[config.mk]
export PLATFORM = sky130hd
export DESIGN_NAME = jcp_config_programmer
export DESIGN_NICKNAME = d
export VERILOG_FILES = /design/src/common/jcp_pkg.sv /design/src/rtl/jcp_tap_fsm.sv /design/src/rtl/jcp_config_programmer.sv
export VERILOG_INCLUDE_DIRS = /design/src /design/src/common
export SDC_FILE = /design/constraint.sdc
export NUM_CORES = 1
export LEC_CHECK = 0
export ABC_AREA = 0
export BUFFER_PORTS_ARGS = -buffer_cell sky130_fd_sc_hd__buf_2
export CAP_MARGIN = 20
export CORE_AREA = 2 2 353 355
export CTS_CLUSTER_SIZE = 20
export DETAILED_ROUTE_END_ITERATION = 16
export DIE_AREA = 0 0 355 357
export PLACE_DENSITY = 0.61
export SYNTH_ARGS = -nofsm -noshare
export SYNTH_HDL_FRONTEND = slang
export SYNTH_SLANG_ARGS = --single-unit
[constraint.sdc]
create_clock -name clk -period 2.6 [get_ports clk]
set_input_delay 0.39 -clock clk [delete_from_list [all_inputs] [get_ports clk]]
set_output_delay 0.39 -clock clk [all_outputs]
set_load 0.01 [all_outputs]
[src/common/jcp_regs.svh]
// Constants for the configuration array programmer.
`ifndef JCP_REGS_SVH
`define JCP_REGS_SVH
`define JCP_IR_W        8
`define JCP_IR_CAPTURE  8'h01
`define JCP_OP_ENABLE   8'h15
`define JCP_OP_DISABLE  8'h1E
`define JCP_OP_CFGERASE 8'h29
`define JCP_OP_COLSEL   8'h2B
`define JCP_OP_SHIFT    8'h2D
`define JCP_OP_PROGRAM  8'h2E
`define JCP_OP_DONEPROG 8'h2F
`define JCP_OP_BYPASS   8'hFF
`define JCP_COL_W       4
`define JCP_COLS        16
`define JCP_DATA_W      56
`define JCP_IDLE_EDGE   2'h2
`define JCP_ERASED_WORD 56'h00000000000000
`endif

[src/common/jcp_pkg.sv]
// Types for the configuration array programmer.
package jcp_pkg;
  typedef enum logic [3:0] {
    TLR, RTI, SELDR, CAPDR, SHDR, EX1DR, PADR, EX2DR, UPDR,
    SELIR, CAPIR, SHIR, EX1IR, PAIR, EX2IR, UPIR
  } jcp_tap_t;
endpackage

[src/rtl/jcp_tap_fsm.sv]
// TAP controller state machine.
`include "jcp_regs.svh"
module jcp_tap_fsm (
  input  wire logic          clk,
  input  wire logic          rstn,
  input  wire logic          tckRise,
  input  wire logic          tms,
  output jcp_pkg::jcp_tap_t  tapState
);
  jcp_pkg::jcp_tap_t state_q, state_d;
  assign tapState = state_q;
  always_comb begin
    state_d = state_q;
    if (tckRise) begin
      case (state_q)
        jcp_pkg::TLR:   state_d = tms ? jcp_pkg::TLR   : jcp_pkg::RTI;
        jcp_pkg::RTI:   state_d = tms ? jcp_pkg::SELDR : jcp_pkg::RTI;
        jcp_pkg::SELDR: state_d = tms ? jcp_pkg::SELIR : jcp_pkg::CAPDR;
        jcp_pkg::CAPDR: state_d = tms ? jcp_pkg::EX1DR : jcp_pkg::SHDR;
        jcp_pkg::SHDR:  state_d = tms ? jcp_pkg::EX1DR : jcp_pkg::SHDR;
        jcp_pkg::EX1DR: state_d = tms ? jcp_pkg::UPDR  : jcp_pkg::PADR;
        jcp_pkg::PADR:  state_d = tms ? jcp_pkg::EX2DR : jcp_pkg::PADR;
        jcp_pkg::EX2DR: state_d = tms ? jcp_pkg::UPDR  : jcp_pkg::SHDR;
        jcp_pkg::UPDR:  state_d = tms ? jcp_pkg::SELDR : jcp_pkg::RTI;
        jcp_pkg::SELIR: state_d = tms ? jcp_pkg::TLR   : jcp_pkg::CAPIR;
        jcp_pkg::CAPIR: state_d = tms ? jcp_pkg::EX1IR : jcp_pkg::SHIR;
        jcp_pkg::SHIR:  state_d = tms ? jcp_pkg::EX1IR : jcp_pkg::SHIR;
        jcp_pkg::EX1IR: state_d = tms ? jcp_pkg::UPIR  : jcp_pkg::PAIR;
        jcp_pkg::PAIR:  state_d = tms ? jcp_pkg::EX2IR : jcp_pkg::PAIR;
        jcp_pkg::EX2IR: state_d = tms ? jcp_pkg::UPIR  : jcp_pkg::SHIR;
        jcp_pkg::UPIR:  state_d = tms ? jcp_pkg::SELDR : jcp_pkg::RTI;
        default:        state_d = jcp_pkg::TLR;
      endcase
    end
  end
  always_ff @(posedge clk or negedge rstn) begin
    if (!rstn) begin
      state_q <= jcp_pkg::TLR;
    end else begin
      state_q <= state_d;
    end
  end
endmodule

[src/rtl/jcp_config_programmer.sv]
// Configuration array programming logic behind a test access port.
`include "jcp_regs.svh"
module jcp_config_programmer (
  input  wire logic                      clk,
  input  wire logic                      rstn,
  input  wire logic                      tck,
  input  wire logic                      tms,
  input  wire logic                      tdi,
  output logic                           tdo,
  output logic                           tdoEnN,
  output logic                           progMode,
  output logic                           doneFlag,
  output logic [`JCP_COL_W-1:0]          colAddr,
  output logic [`JCP_COLS*`JCP_DATA_W-1:0] cfgArray
);
  jcp_pkg::jcp_tap_t tapState;
  logic tckRise;
  logic tckFall;
  logic tckPrev_q;
  logic [`JCP_IR_W-1:0]   irShift_q, irShift_d, ir_q, ir_d;
  logic [`JCP_COL_W-1:0]  colShift_q, colShift_d, col_q, col_d;
  logic [`JCP_DATA_W-1:0] dataShift_q, dataShift_d;
  logic                   bypass_q, bypass_d;
  logic [1:0]             idleCnt_q, idleCnt_d;
  logic                   prog_q, prog_d, done_q, done_d;
  logic                   tdo_q, tdo_d, tdoEnN_q, tdoEnN_d;
  logic [`JCP_DATA_W-1:0] mem_q [`JCP_COLS];
  logic [`JCP_DATA_W-1:0] mem_d [`JCP_COLS];

  assign tckRise = tck & ~tckPrev_q;
  assign tckFall = ~tck & tckPrev_q;

  function automatic logic isOp(input logic [`JCP_IR_W-1:0] ir, input logic [`JCP_IR_W-1:0] op);
    isOp = (ir == op);
  endfunction

  jcp_tap_fsm u_tap (
    .clk      (clk),
    .rstn     (rstn),
    .tckRise  (tckRise),
    .tms      (tms),
    .tapState (tapState)
  );

  always_comb begin
    logic fire;
    fire        = 1'b0;
    irShift_d   = irShift_q;
    ir_d        = ir_q;
    colShift_d  = colShift_q;
    col_d       = col_q;
    dataShift_d = dataShift_q;
    bypass_d    = bypass_q;
    idleCnt_d   = idleCnt_q;
    prog_d      = prog_q;
    done_d      = done_q;
    tdo_d       = tdo_q;
    tdoEnN_d    = tdoEnN_q;
    mem_d       = mem_q;
    if (tckRise) begin
      if (tapState == jcp_pkg::RTI) begin
        if (idleCnt_q != `JCP_IDLE_EDGE) begin
          idleCnt_d = idleCnt_q + 2'h1;
        end
        fire = (idleCnt_q == `JCP_IDLE_EDGE - 2'h1);
      end else begin
        idleCnt_d = 2'h0;
      end
      case (tapState)
        jcp_pkg::TLR: begin
          ir_d   = `JCP_OP_BYPASS;
          prog_d = 1'b0;
        end
        jcp_pkg::CAPIR: irShift_d = `JCP_IR_CAPTURE;
        jcp_pkg::SHIR:  irShift_d = {tdi, irShift_q[`JCP_IR_W-1:1]};
        jcp_pkg::CAPDR: begin
          colShift_d  = col_q;
          dataShift_d = mem_q[col_q];
          bypass_d    = 1'b0;
        end
        jcp_pkg::SHDR: begin
          if (isOp(ir_q, `JCP_OP_COLSEL)) begin
            colShift_d = {tdi, colShift_q[`JCP_COL_W-1:1]};
          end else if (isOp(ir_q, `JCP_OP_SHIFT)) begin
            dataShift_d = {tdi, dataShift_q[`JCP_DATA_W-1:1]};
          end else begin
            bypass_d = tdi;
          end
        end
        default: ;
      endcase
      if (fire && prog_q) begin
        if (isOp(ir_q, `JCP_OP_CFGERASE)) begin
          for (int i = 0; i < `JCP_COLS; i++) begin
            mem_d[i] = `JCP_ERASED_WORD;
          end
        end else if (isOp(ir_q, `JCP_OP_PROGRAM)) begin
          mem_d[col_q] = dataShift_q;
        end else if (isOp(ir_q, `JCP_OP_DONEPROG)) begin
          done_d = 1'b1;
        end
      end
    end
    if (tckFall) begin
      case (tapState)
        jcp_pkg::UPIR: begin
          ir_d = irShift_q;
          if (isOp(irShift_q, `JCP_OP_ENABLE)) begin
            prog_d = 1'b1;
          end else if (isOp(irShift_q, `JCP_OP_DISABLE)) begin
            prog_d = 1'b0;
          end
        end
        jcp_pkg::UPDR: begin
          if (isOp(ir_q, `JCP_OP_COLSEL)) begin
            col_d = colShift_q;
          end
        end
        jcp_pkg::SHIR: begin
          tdo_d    = irShift_q[0];
          tdoEnN_d = 1'b0;
        end
        jcp_pkg::SHDR: begin
          tdoEnN_d = 1'b0;
          if (isOp(ir_q, `JCP_OP_COLSEL)) begin
            tdo_d = colShift_q[0];
          end else if (isOp(ir_q, `JCP_OP_SHIFT)) begin
            tdo_d = dataShift_q[0];
          end else begin
            tdo_d = bypass_q;
          end
        end
        default: tdoEnN_d = 1'b1;
      endcase
    end
  end

  always_ff @(posedge clk or negedge rstn) begin
    if (!rstn) begin
      tckPrev_q   <= 1'b1;
      irShift_q   <= '0;
      ir_q        <= `JCP_OP_BYPASS;
      colShift_q  <= '0;
      col_q       <= '0;
      dataShift_q <= '0;
      bypass_q    <= 1'b0;
      idleCnt_q   <= 2'h0;
      prog_q      <= 1'b0;
      done_q      <= 1'b0;
      tdo_q       <= 1'b0;
      tdoEnN_q    <= 1'b1;
      for (int i = 0; i < `JCP_COLS; i++) begin
        mem_q[i] <= `JCP_ERASED_WORD;
      end
    end else begin
      tckPrev_q   <= tck;
      irShift_q   <= irShift_d;
      ir_q        <= ir_d;
      colShift_q  <= colShift_d;
      col_q       <= col_d;
      dataShift_q <= dataShift_d;
      bypass_q    <= bypass_d;
      idleCnt_q   <= idleCnt_d;
      prog_q      <= prog_d;
      done_q      <= done_d;
      tdo_q       <= tdo_d;
      tdoEnN_q    <= tdoEnN_d;
      mem_q       <= mem_d;
    end
  end

  assign tdo      = tdo_q;
  assign tdoEnN   = tdoEnN_q;
  assign progMode = prog_q;
  assign doneFlag = done_q;
  assign colAddr  = col_q;
  for (genvar g = 0; g < `JCP_COLS; g++) begin : g_arr
    assign cfgArray[g*`JCP_DATA_W +: `JCP_DATA_W] = mem_q[g];
  end

  a_tlr_cancel: assert property (@(posedge clk) disable iff (!rstn)
    (tckRise && tapState == jcp_pkg::TLR) |=> !prog_q)
    else $error("Programming mode survived Test-Logic-Reset.");
  a_done_guard: assert property (@(posedge clk) disable iff (!rstn)
    (!done_q && !prog_q) |=> !done_q)
    else $error("Completion flag set outside programming mode.");
  a_done_second: assert property (@(posedge clk) disable iff (!rstn)
    (tckRise && prog_q && tapState == jcp_pkg::RTI && idleCnt_q == 2'h1
     && ir_q == `JCP_OP_DONEPROG) |=> done_q)
    else $error("Completion flag not set on second idle edge.");
  a_erase_all: assert property (@(posedge clk) disable iff (!rstn)
    (tckRise && prog_q && tapState == jcp_pkg::RTI && idleCnt_q == 2'h1
     && ir_q == `JCP_OP_CFGERASE) |=> (mem_q[0] == '0 && mem_q[`JCP_COLS-1] == '0))
    else $error("Erase did not clear the array.");
  a_prog_write: assert property (@(posedge clk) disable iff (!rstn)
    (tckRise && prog_q && tapState == jcp_pkg::RTI && idleCnt_q == 2'h1
     && ir_q == `JCP_OP_PROGRAM) |=> mem_q[$past(col_q)] == $past(dataShift_q))
    else $error("Column program wrote wrong data.");
  a_first_edge: assert property (@(posedge clk) disable iff (!rstn)
    (tckRise && tapState == jcp_pkg::RTI && idleCnt_q == 2'h0) |=> $stable(done_q))
    else $error("Action fired on the first idle edge.");
  a_no_prog: assert property (@(posedge clk) disable iff (!rstn)
    !prog_q |=> $stable(cfgArray))
    else $error("Array changed outside programming mode.");
  a_col_load: assert property (@(posedge clk) disable iff (!rstn)
    (tckFall && tapState == jcp_pkg::UPDR && ir_q == `JCP_OP_COLSEL)
    |=> col_q == $past(colShift_q))
    else $error("Column address not loaded on update.");
  c_enable: cover property (@(posedge clk) $rose(prog_q));
  c_done: cover property (@(posedge clk) $rose(done_q));
  c_colsel: cover property (@(posedge clk) tckFall && tapState == jcp_pkg::UPDR
    && ir_q == `JCP_OP_COLSEL);
endmodule

Word level (Yosys, flattened, before mapping)
Cells that the tools add are included.

Register bits after elaboration: 988. Input port bits: 5. Output and inout port bits: 904. Word-level logic and storage cells: 139.

Add/subtract/negate cells: 1. $lt $le $gt $ge: 2. Equal/unequal tests: 29. Multiplexer cells: 48. Bitwise operators: 8. Reduce and logical (&&, ||, !) cells: 22.

Operators with widths (count): $mux W896 (2); $bwmux W896 (1); $mux W56 (5); $bmux W56 S4 (1); $demux W56 S4 (1); $pmux W56 S2 (1); $pmux W4 S12 (1); $eq A8 B6 Y1 const B (5); $eq A4 B4 Y1 const B (8); $mux W8 (4); $mux W4 (5); $eq A4 B3 Y1 const B (4); $eq A8 B5 Y1 const B (2); $pmux W8 S2 (1); $mux W1 (15); $mux W2 (5); $ne A2 B2 Y1 const B (5); $reduce_and A3 Y1 (3); $eq A4 B2 Y1 const B (2); $pmux W4 S2 (1); $reduce_and A2 Y1 (4); $reduce_and A4 Y1 (2); $reduce_bool A2 Y1 (4); $reduce_or A2 Y1 (4); 15 further kinds (24).

Depth between registers and ports, before layout
Gate-level depths: netlist of run 1.

Depth after elaboration: 8. Gate-level depth with buffers: 10. Gate-level depth less buffers: 6.

Cells and area by module
From an unflattened synthesis of run 1, not the netlist that was laid out.

Cell total of the unflattened synthesis: 3174. Area total of the unflattened synthesis: 43581.8 µm².

Modules (own cells, without submodules): jcp_config_programmer (instances 1, cells an instance 3127, area each 43181.4 µm², seq. area each 24636.1 µm²); jcp_tap_fsm (instances 1, cells an instance 47, area each 400.4 µm², seq. area each 100.1 µm²).

Least setup slack after synthesis of run 1
No wires, ideal clock.

Path type: register -> register. Start point: reg col_q[0], in the netlist colAddr[0]. End point: reg dataShift_q[12]. Setup time: 0.118 ns. Arrival: 2.114 ns. Data required time: 2.482 ns. Slack: 0.368 ns. Cell stages (with the launch flop): 7. Buffers on the path: 2. Period minus slack after synthesis: 2.232 ns. Cells stage by stage: dfrtp_1 -> buf_2 -> buf_1 -> mux4_2 -> a211oi_1 -> a211oi_1 -> a21o_1.

Cells in the longest elaborated chain, start to end: 5.

Ends and longest elaborated chain: start: declaration (RTL line jcp_config_programmer.sv:21) `` logic [`JCP_COL_W-1:0] colShift_q, colShift_d, col_q, col_d; ``; start signal: assignment (RTL line jcp_config_programmer.sv:160) `col_q <= col_d;`; $not A4 Y5 (not written as such) (RTL line jcp_config_programmer.sv:78) `dataShift_d = mem_q[col_q];`; $bmux W56 S4 (RTL line jcp_config_programmer.sv:78); $mux W56 (not written as such) (2 in series) (RTL line jcp_config_programmer.sv:78); $pmux W56 S2 (RTL line jcp_config_programmer.sv:69) `case (tapState)`; end signal: assignment (RTL line jcp_config_programmer.sv:161) `dataShift_q <= dataShift_d;`; end: declaration (RTL line jcp_config_programmer.sv:22) `` logic [`JCP_DATA_W-1:0] dataShift_q, dataShift_d; ``.

No other way between the ends. The select of a mux whose other input is x is not followed. A chain may end at the register's enable or synchronous reset.

Worst setup path after layout of run 1
Start point: reg col_q[1], in the netlist colAddr[1]. End point: reg dataShift_q[10].

The elaborated chain is that of the path after synthesis.

==> impl_metrics.csv, run 1 <==
group,metric,value,unit
timing,timing.hold.ws,211,ps
timing,setup_viol,0,
route,vias,38900,
floorplan,initial_core_util,0.352,
timing,slew_violations,0,
synthesis,synth-seq-cells,988,
clocking,clk_latency,720,ps
grt,antenna_found_initial,9,
clocking,root_buffer,"clkbuf_16",
setup_path,crit_end,"dataShift_q[10]",
synthesis,ys_dominant_reg_cell,"dfrtp_1",
final_layout,drive_gt1_frac,0.308,
clocking,numCtsBuffers,108,
timing,final-hold-violation-count,0,
synthesis,yosys.area.top_type_share,0.565,
setup_path,rr_startpoint,"colAddr[1]",
power_and_ir_drop,p_comb_frac,0.173,
route,wl_per_cell,30.3,µm
power_and_ir_drop,powerDensity,734,nW/µm²
power_and_ir_drop,p_switching,0.0123,W
synthesis,seq_area_frac_synth,0.571,
floorplan,core_area,123000,µm²
setup_path,crit_fanout,26,
floorplan,fp.dieArea,127000,µm²
grt,overflow,0,
status,status,"finished clean",
timing,fin_crit_sh,0.976,
setup_path,r2r-end,"dataShift_q[10]",
synthesis,yosys.area.top_type,"dfrtp_1",
synthesis,syn_area,43300,µm²
synthesis,yosys_warnings,0,
power_and_ir_drop,p_leak,26.1,nW
synthesis,yosys-top-cells-area,"dfrtp_1 57%, mux4_2 8.7%, nand2_1 8.6%",
setup_path,cp.arrival,3120,ps
synthesis,synth_cell_type_count,56,
grt,grt_usage,0.312,
clocking,htree_levels,3,
route,drcViolationCount,0,
final_layout,areaGrowthSynthToFinish,26.4,%
route,via_per_inst,5.83,
setup_path,worstSetupPathType,"flop to flop",
job,drv_cap,0,
final_layout,fill_cells,11700,
route,drt_iter0_drc,4607,
power_and_ir_drop,p_int,0.0279,W
setup_path,end_kind,"flop",
setup_path,crit_path_start,"colAddr[1]",
timing,grt_setup_unrepaired,"false",
timing,max_slew_margin,0.530,
route,drtPass1Iterations,6,
synthesis,synth_edf_count,0,
route,postRouteAntennaNets,0,
place,hpwlAfterDp,136,mm
timing,period_needed,2540,ps
floorplan,die_h,357,µm
setup_path,cp_data_required_time,3180,ps
grt,grt_pass1_wl,286,mm
clocking,cts.sinks,988,
clocking,clk_pin_slew_worst_paths,60,ps
final_layout,fin_nets,4950,
timing,fmax,394,MHz
place,portBuffers,908,
final_layout,final_cells,6678,
power_and_ir_drop,seq_power_share,0.411,
power_and_ir_drop,netSwitchingFraction,0.307,
clocking,clockBufferDepth,3,
grt,grt_pass1_vias,38200,
timing,setup_slack,62.7,ps
setup_path,cp-start-kind,"flop",
clocking,cts_tree,"done",
place,dp_slack,-75.3,ps
place,place.gp.congestion,0.908,
timing,tightest_slew,705,ps
floorplan,die_w,355,µm
floorplan,num_rows,129,
synthesis,syn_inst,4067,
place,dp.cells,6462,
grt,grt_max_degree,106,
power_and_ir_drop,irDropWorstVdd,646,µV
setup_path,worstRegToRegCells,8,
timing,fin_skew,54.9,ps
setup_path,r2r_slack,60,ps
floorplan,io_pins,909,
synthesis,synth_nets,4074,
synthesis,avgSynthCellArea,10.6,µm²
hold_path,hp-class,"primary input to async pin",
power_and_ir_drop,clkPwrFrac,0.416,
synthesis,synthArstFlopShare,1.00,
route,totalWireLength,202,mm
## cell usage after synthesis, types with 3 or more instances
library cell,number
a2111o_1,16
a211oi_1,111
a21o_1,56
a21oi_1,15
a22oi_1,56
a31o_2,4
a31oi_1,5
and2_1,3
buf_1,14
buf_2,84
buf_4,10
buf_6,36
clkbuf_1,241
dfrtp_1,978
dfstp_2,10
inv_1,10
mux2_2,10
mux2i_1,112
mux4_2,168
nand2_1,993
nand2b_1,11
nand3_1,10
nand3b_1,3
nand4_1,18
nor2_1,68
nor2b_1,12
nor3_1,4
o21ai_0,268
o21ai_1,642
o22a_1,8
o22ai_1,60
## cells in the final DEF (no fill, tap or decap), types with 11 or more instances in the layout
cell type / count
nand2_1: 993
dfrtp_1: 976
buf_2: 907
o21ai_1: 641
o21ai_0: 268
buf_4: 169
mux4_2: 168
mux2i_1: 112
a211oi_1: 110
clkbuf_16: 109
buf_12: 71
nor2_1: 67
o22ai_1: 60
a22oi_1: 56
a21o_1: 56
clkbuf_1: 27
clkbuf_8: 23
nand4_1: 18
a2111o_2: 16
clkinv_2: 16
a21oi_1: 15
bufinv_16: 14
nand2b_1: 11
## state kept, by name, summed over array words and instances, names as in the netlist
| signal | count |
|---|---|
| u_tap.tapState | 4 |
| progMode | 1 |
| tdo | 1 |
| irShift_q | 8 |
| dataShift_q | 56 |
| ir_q | 8 |
| tckPrev_q | 1 |
| colShift_q | 4 |
| bypass_q | 1 |
| idleCnt_q | 2 |
| cfgArray | 896 |
| colAddr | 4 |
| tdoEnN | 1 |
| doneFlag | 1 |
## worst min-delay path by stage
stage | slack (ps) | start | to | cells past startpoint
floorplan | 90 | rstn | bypass_q | 0
global placement | 370 | rstn | cfgArray[789] | 1
detailed placement | 360 | rstn | cfgArray[677] | 1
CTS | 160 | tms | u_tap.tapState[2] | 3
global route | 200 | rstn | cfgArray[789] | 2
finish | 210 | rstn | cfgArray[677] | 2
## final cells by class
cell class              count  area (µm²)  share of cell area
clock inverters            45         713              0.0130
inverters                  10        37.5            0.000686
multi-input cells        2684       16800               0.306
repair buffers           1151        7270               0.133
diodes                      4        10.0            0.000183
flip-flops and latches    988       24700               0.452
clock buffers             159        3150              0.0575
well taps                1637        2050              0.0374
## worst max-delay path: stages (launching register included)
cell and delay, ps:
dfrtp_4 560, buf_12 250, buf_12 240, mux2i_1 370, o22ai_1 140, a211oi_1 390
buf_4 230, a211oi_1 70, a21o_1 150
## routing by layer
layer,global-route usage,vias up,share of wire
met5,0,-,0.000064
met4,0.182,2,0.064
met3,0.0813,613,0.098
met2,0.481,2417,0.46
met1,0.397,19800,0.38
li1,-,16100,-
## power by group through the flow
stage	logic (W)	registers, W	clock network (W)
detailed placement	0.00677	0.0168	0
global placement	0.00673	0.0168	0
CTS	0.00681	0.0165	0.0169
global route	0.00735	0.0166	0.0176
floorplan	0.00329	0.0166	0
finish	0.00696	0.0165	0.0167
## cell families after synthesis
logic type / after synthesis / synth area share
flops: 988 / 0.571
buf+inv: 395 / 0.0438
compound gates: 1252 / 0.164
xor+xnor: 1 / 0.000202
mux: 290 / 0.116
fa+ha+maj: 2 / 0.000578
simple gates: 1139 / 0.105
## per-stage QoR
step                setup TNS, ps  utilization  total power (W)  instance area, µm²
floorplan                       0            -           0.0199               43300
global placement            -51.9        0.413           0.0235               50800
detailed placement          -4230        0.413           0.0236               50800
CTS                             0        0.445           0.0402               54700
global route                    0        0.445           0.0415               54700
finish                          0        0.445           0.0402               54700
## what timing repair did
item / CTS / global route
gates resized for setup: 1 / 1
pin swaps: 1 / 0
hold buffers: 3 / 0
buffers inserted: 2 / 3
endpoints found under the hold margin: 57 / 0
setup endpoints to repair: 151 / 48
(Power assumes the default switching activity.)
==> run 2: changes to the inputs <==
==> constraint.sdc (replaced) <==
create_clock -name clk -period 2.6 [get_ports clk]
set_input_delay 0.13 -clock clk [delete_from_list [all_inputs] [get_ports clk]]
set_output_delay 0.13 -clock clk [all_outputs]
set_load 0.01 [all_outputs]
==> run 2 against run 1 <==
Maximum frequency increased by 0.30%. Setup slack improved by 7.7 ps. First-iteration DRC count decreased by 5.7%. Critical endpoint is now cfgArray[404]. Largest cell class unchanged. Largest power group is now registers.
==> impl_metrics.csv, run 2 (synthesis gave the netlist of run 1 again) <==
group,metric,value,unit
status,status,"finished clean",
setup_path,crit_family,"buffers and inverters",
floorplan,num_rows,129,
setup_path,path_common_cell,"buf_4",
final_layout,largest_reg_flops,896,
setup_path,crit_fanout,60,
power_and_ir_drop,irDropWorstVdd,547,µV
clocking,cts.sinks,988,
route,postRouteAntennaNets,0,
final_layout,fill_cells,11700,
power_and_ir_drop,fin_total_pwr,0.0392,W
clocking,clk_latency,720,ps
timing,fin_skew,25.8,ps
setup_path,worst_path_max_delay_cell,"dfrtp_1",
route,totalWireLength,203,mm
clocking,root_buffer,"clkbuf_16",
power_and_ir_drop,p_leak,26.0,nW
timing,fmax,395,MHz
route,wl_per_cell,30.3,µm
grt,overflow,0,
timing,period_needed,2530,ps
clocking,numCtsBuffers,107,
timing,timing.hold.ws,112,ps
floorplan,initial_core_util,0.352,
setup_path,cp_data_required_time,3210,ps
route,via_per_inst,5.86,
grt,grt_usage,0.311,
hold_path,hp-class,"primary input to async pin",
place,hpwlAfterDp,137,mm
grt,busiest_layer,"met2",
grt,grt_pass1_vias,38500,
final_layout,fin_nets,4965,
clocking,clk_pin_slew_worst_paths,60,ps
timing,setup_viol,0,
grt,antenna_found_initial,2,
setup_path,worstPathCellList,"buf_4 > nor2b_4 > buf_12 > nand4_1 > buf_4 > o21ai_0",
timing,final-hold-violation-count,0,
timing,slew_violations,0,
power_and_ir_drop,powerDensity,718,nW/µm²
timing,tightest_slew,959,ps
setup_path,crit_buf_inv,3,
grt,grt_max_degree,72,
floorplan,core_area,123000,µm²
timing,fin_crit_sh,0.973,
floorplan,die_w,355,µm
setup_path,worstSetupPathType,"flop to flop",
setup_path,cp-start-kind,"flop",
clocking,htree_levels,3,
floorplan,fp.dieArea,127000,µm²
final_layout,areaGrowthSynthToFinish,26.2,%
clocking,clockBufferDepth,3,
floorplan,io_pins,909,
final_layout,drive_gt1_frac,0.310,
final_layout,seq_area,24700,µm²
job,drv_cap,0,
final_layout,final_cells,6688,
final_layout,final_common_cell,"nand2_1",
clocking,cts_tree,"done",
route,vias,39200,
final_layout,layout_common_cells,"992 x nand2_1, 974 x dfrtp_1, 907 x buf_2, 641 x o21ai_1, 268 x o21ai_0",
place,place.gp.congestion,0.911,
timing,max_slew_margin,0.360,
grt,grtUsageMet2,0.482,
timing,grt_setup_unrepaired,"false",
floorplan,die_h,357,µm
grt,grt_pass1_wl,285,mm
setup_path,end_kind,"flop",
grt,use_met1,0.390,
route,drtPass1Iterations,8,
grt,met3_usage,0.0820,
setup_path,max_stage_delay,540,ps
place,dp.cells,6476,
final_layout,multi_input_area,16800,µm²
route,drt_iter0_drc,4345,
place,portBuffers,908,
setup_path,cp.arrival,3140,ps
route,drcViolationCount,0,
==> run 2: changes by cell type in the layout (fill, tap and decap cells not counted), sizes merged <==
cell and change:
clkinvlp -3, clkinv +3, dlygate4sd3 +1, bufinv -9, diode -1, buf +15
inv +2, clkbuf +2
==> run 2: area by class of cell <==
| cell class | count | area share |
|---|---|---|
| diodes | 3 | 0.000137 |
| clock buffers | 161 | 0.0573 |
| clock inverters | 38 | 0.00776 |
| inverters | 10 | 0.000687 |
| multi-input cells | 2684 | 0.307 |
| flip-flops and latches | 988 | 0.453 |
| well taps | 1637 | 0.0375 |
| repair buffers | 1167 | 0.137 |
==> run 2: metrics by stage <==
stage / util / cell area, µm² / setup TNS [ps] / setup slack (ps)
after floorplan: - / 43300 / 0 / 368
after global placement: 0.414 / 51000 / -71.0 / -71.0
after detailed placement: 0.414 / 51000 / -165 / -121
after CTS: 0.444 / 54600 / 0 / 0.927
after global routing: 0.444 / 54600 / 0 / 14.3
final: 0.444 / 54600 / 0 / 70.4
==> run 2: per-layer routing <==
| layer | wire length (µm) | share of wire |
|---|---|---|
| met4 | 13900 | 0.068 |
| met2 | 92500 | 0.46 |
| met5 | 0 | 0 |
| met3 | 20200 | 0.10 |
| met1 | 76100 | 0.38 |
==> run 2: worst paths after layout <==
path,startpoint,to,slack (ps),cells past startpoint
max,colAddr[3],cfgArray[404],70,6
min,rstn,cfgArray[188],110,2
max reg2reg,colAddr[3],cfgArray[404],70,6
min reg2reg,cfgArray[505],cfgArray[505],500,2
max in group asynchronous,rstn,cfgArray[149],1430,4
min in group clk,tck,tckPrev_q,170,2
==> run 2: timing repair <==
item | in CTS | in global routing
gates resized for setup | 3 | 9
buffers inserted | 0 | 6
endpoints found under the setup margin | 153 | 313
hold endpoints to repair | 50 | 0
hold buffers | 4 | 0
==> run 2: power breakdown <==
part	leakage, nW	switching [W]	internal (W)	total [W]
clock	1.76	0.00673	0.00886	0.0156
sequential	13.7	0.000561	0.0160	0.0165
combinational	10.6	0.00494	0.00218	0.00712
total	26.0	0.0122	0.0270	0.0392
==> run 2: worst reg2reg max path: stages (launching register included) <==
cell and delay (ps):
dfrtp_1 540, buf_4 240, nor2b_4 200, buf_12 450
nand4_1 270, buf_4 370, o21ai_0 370
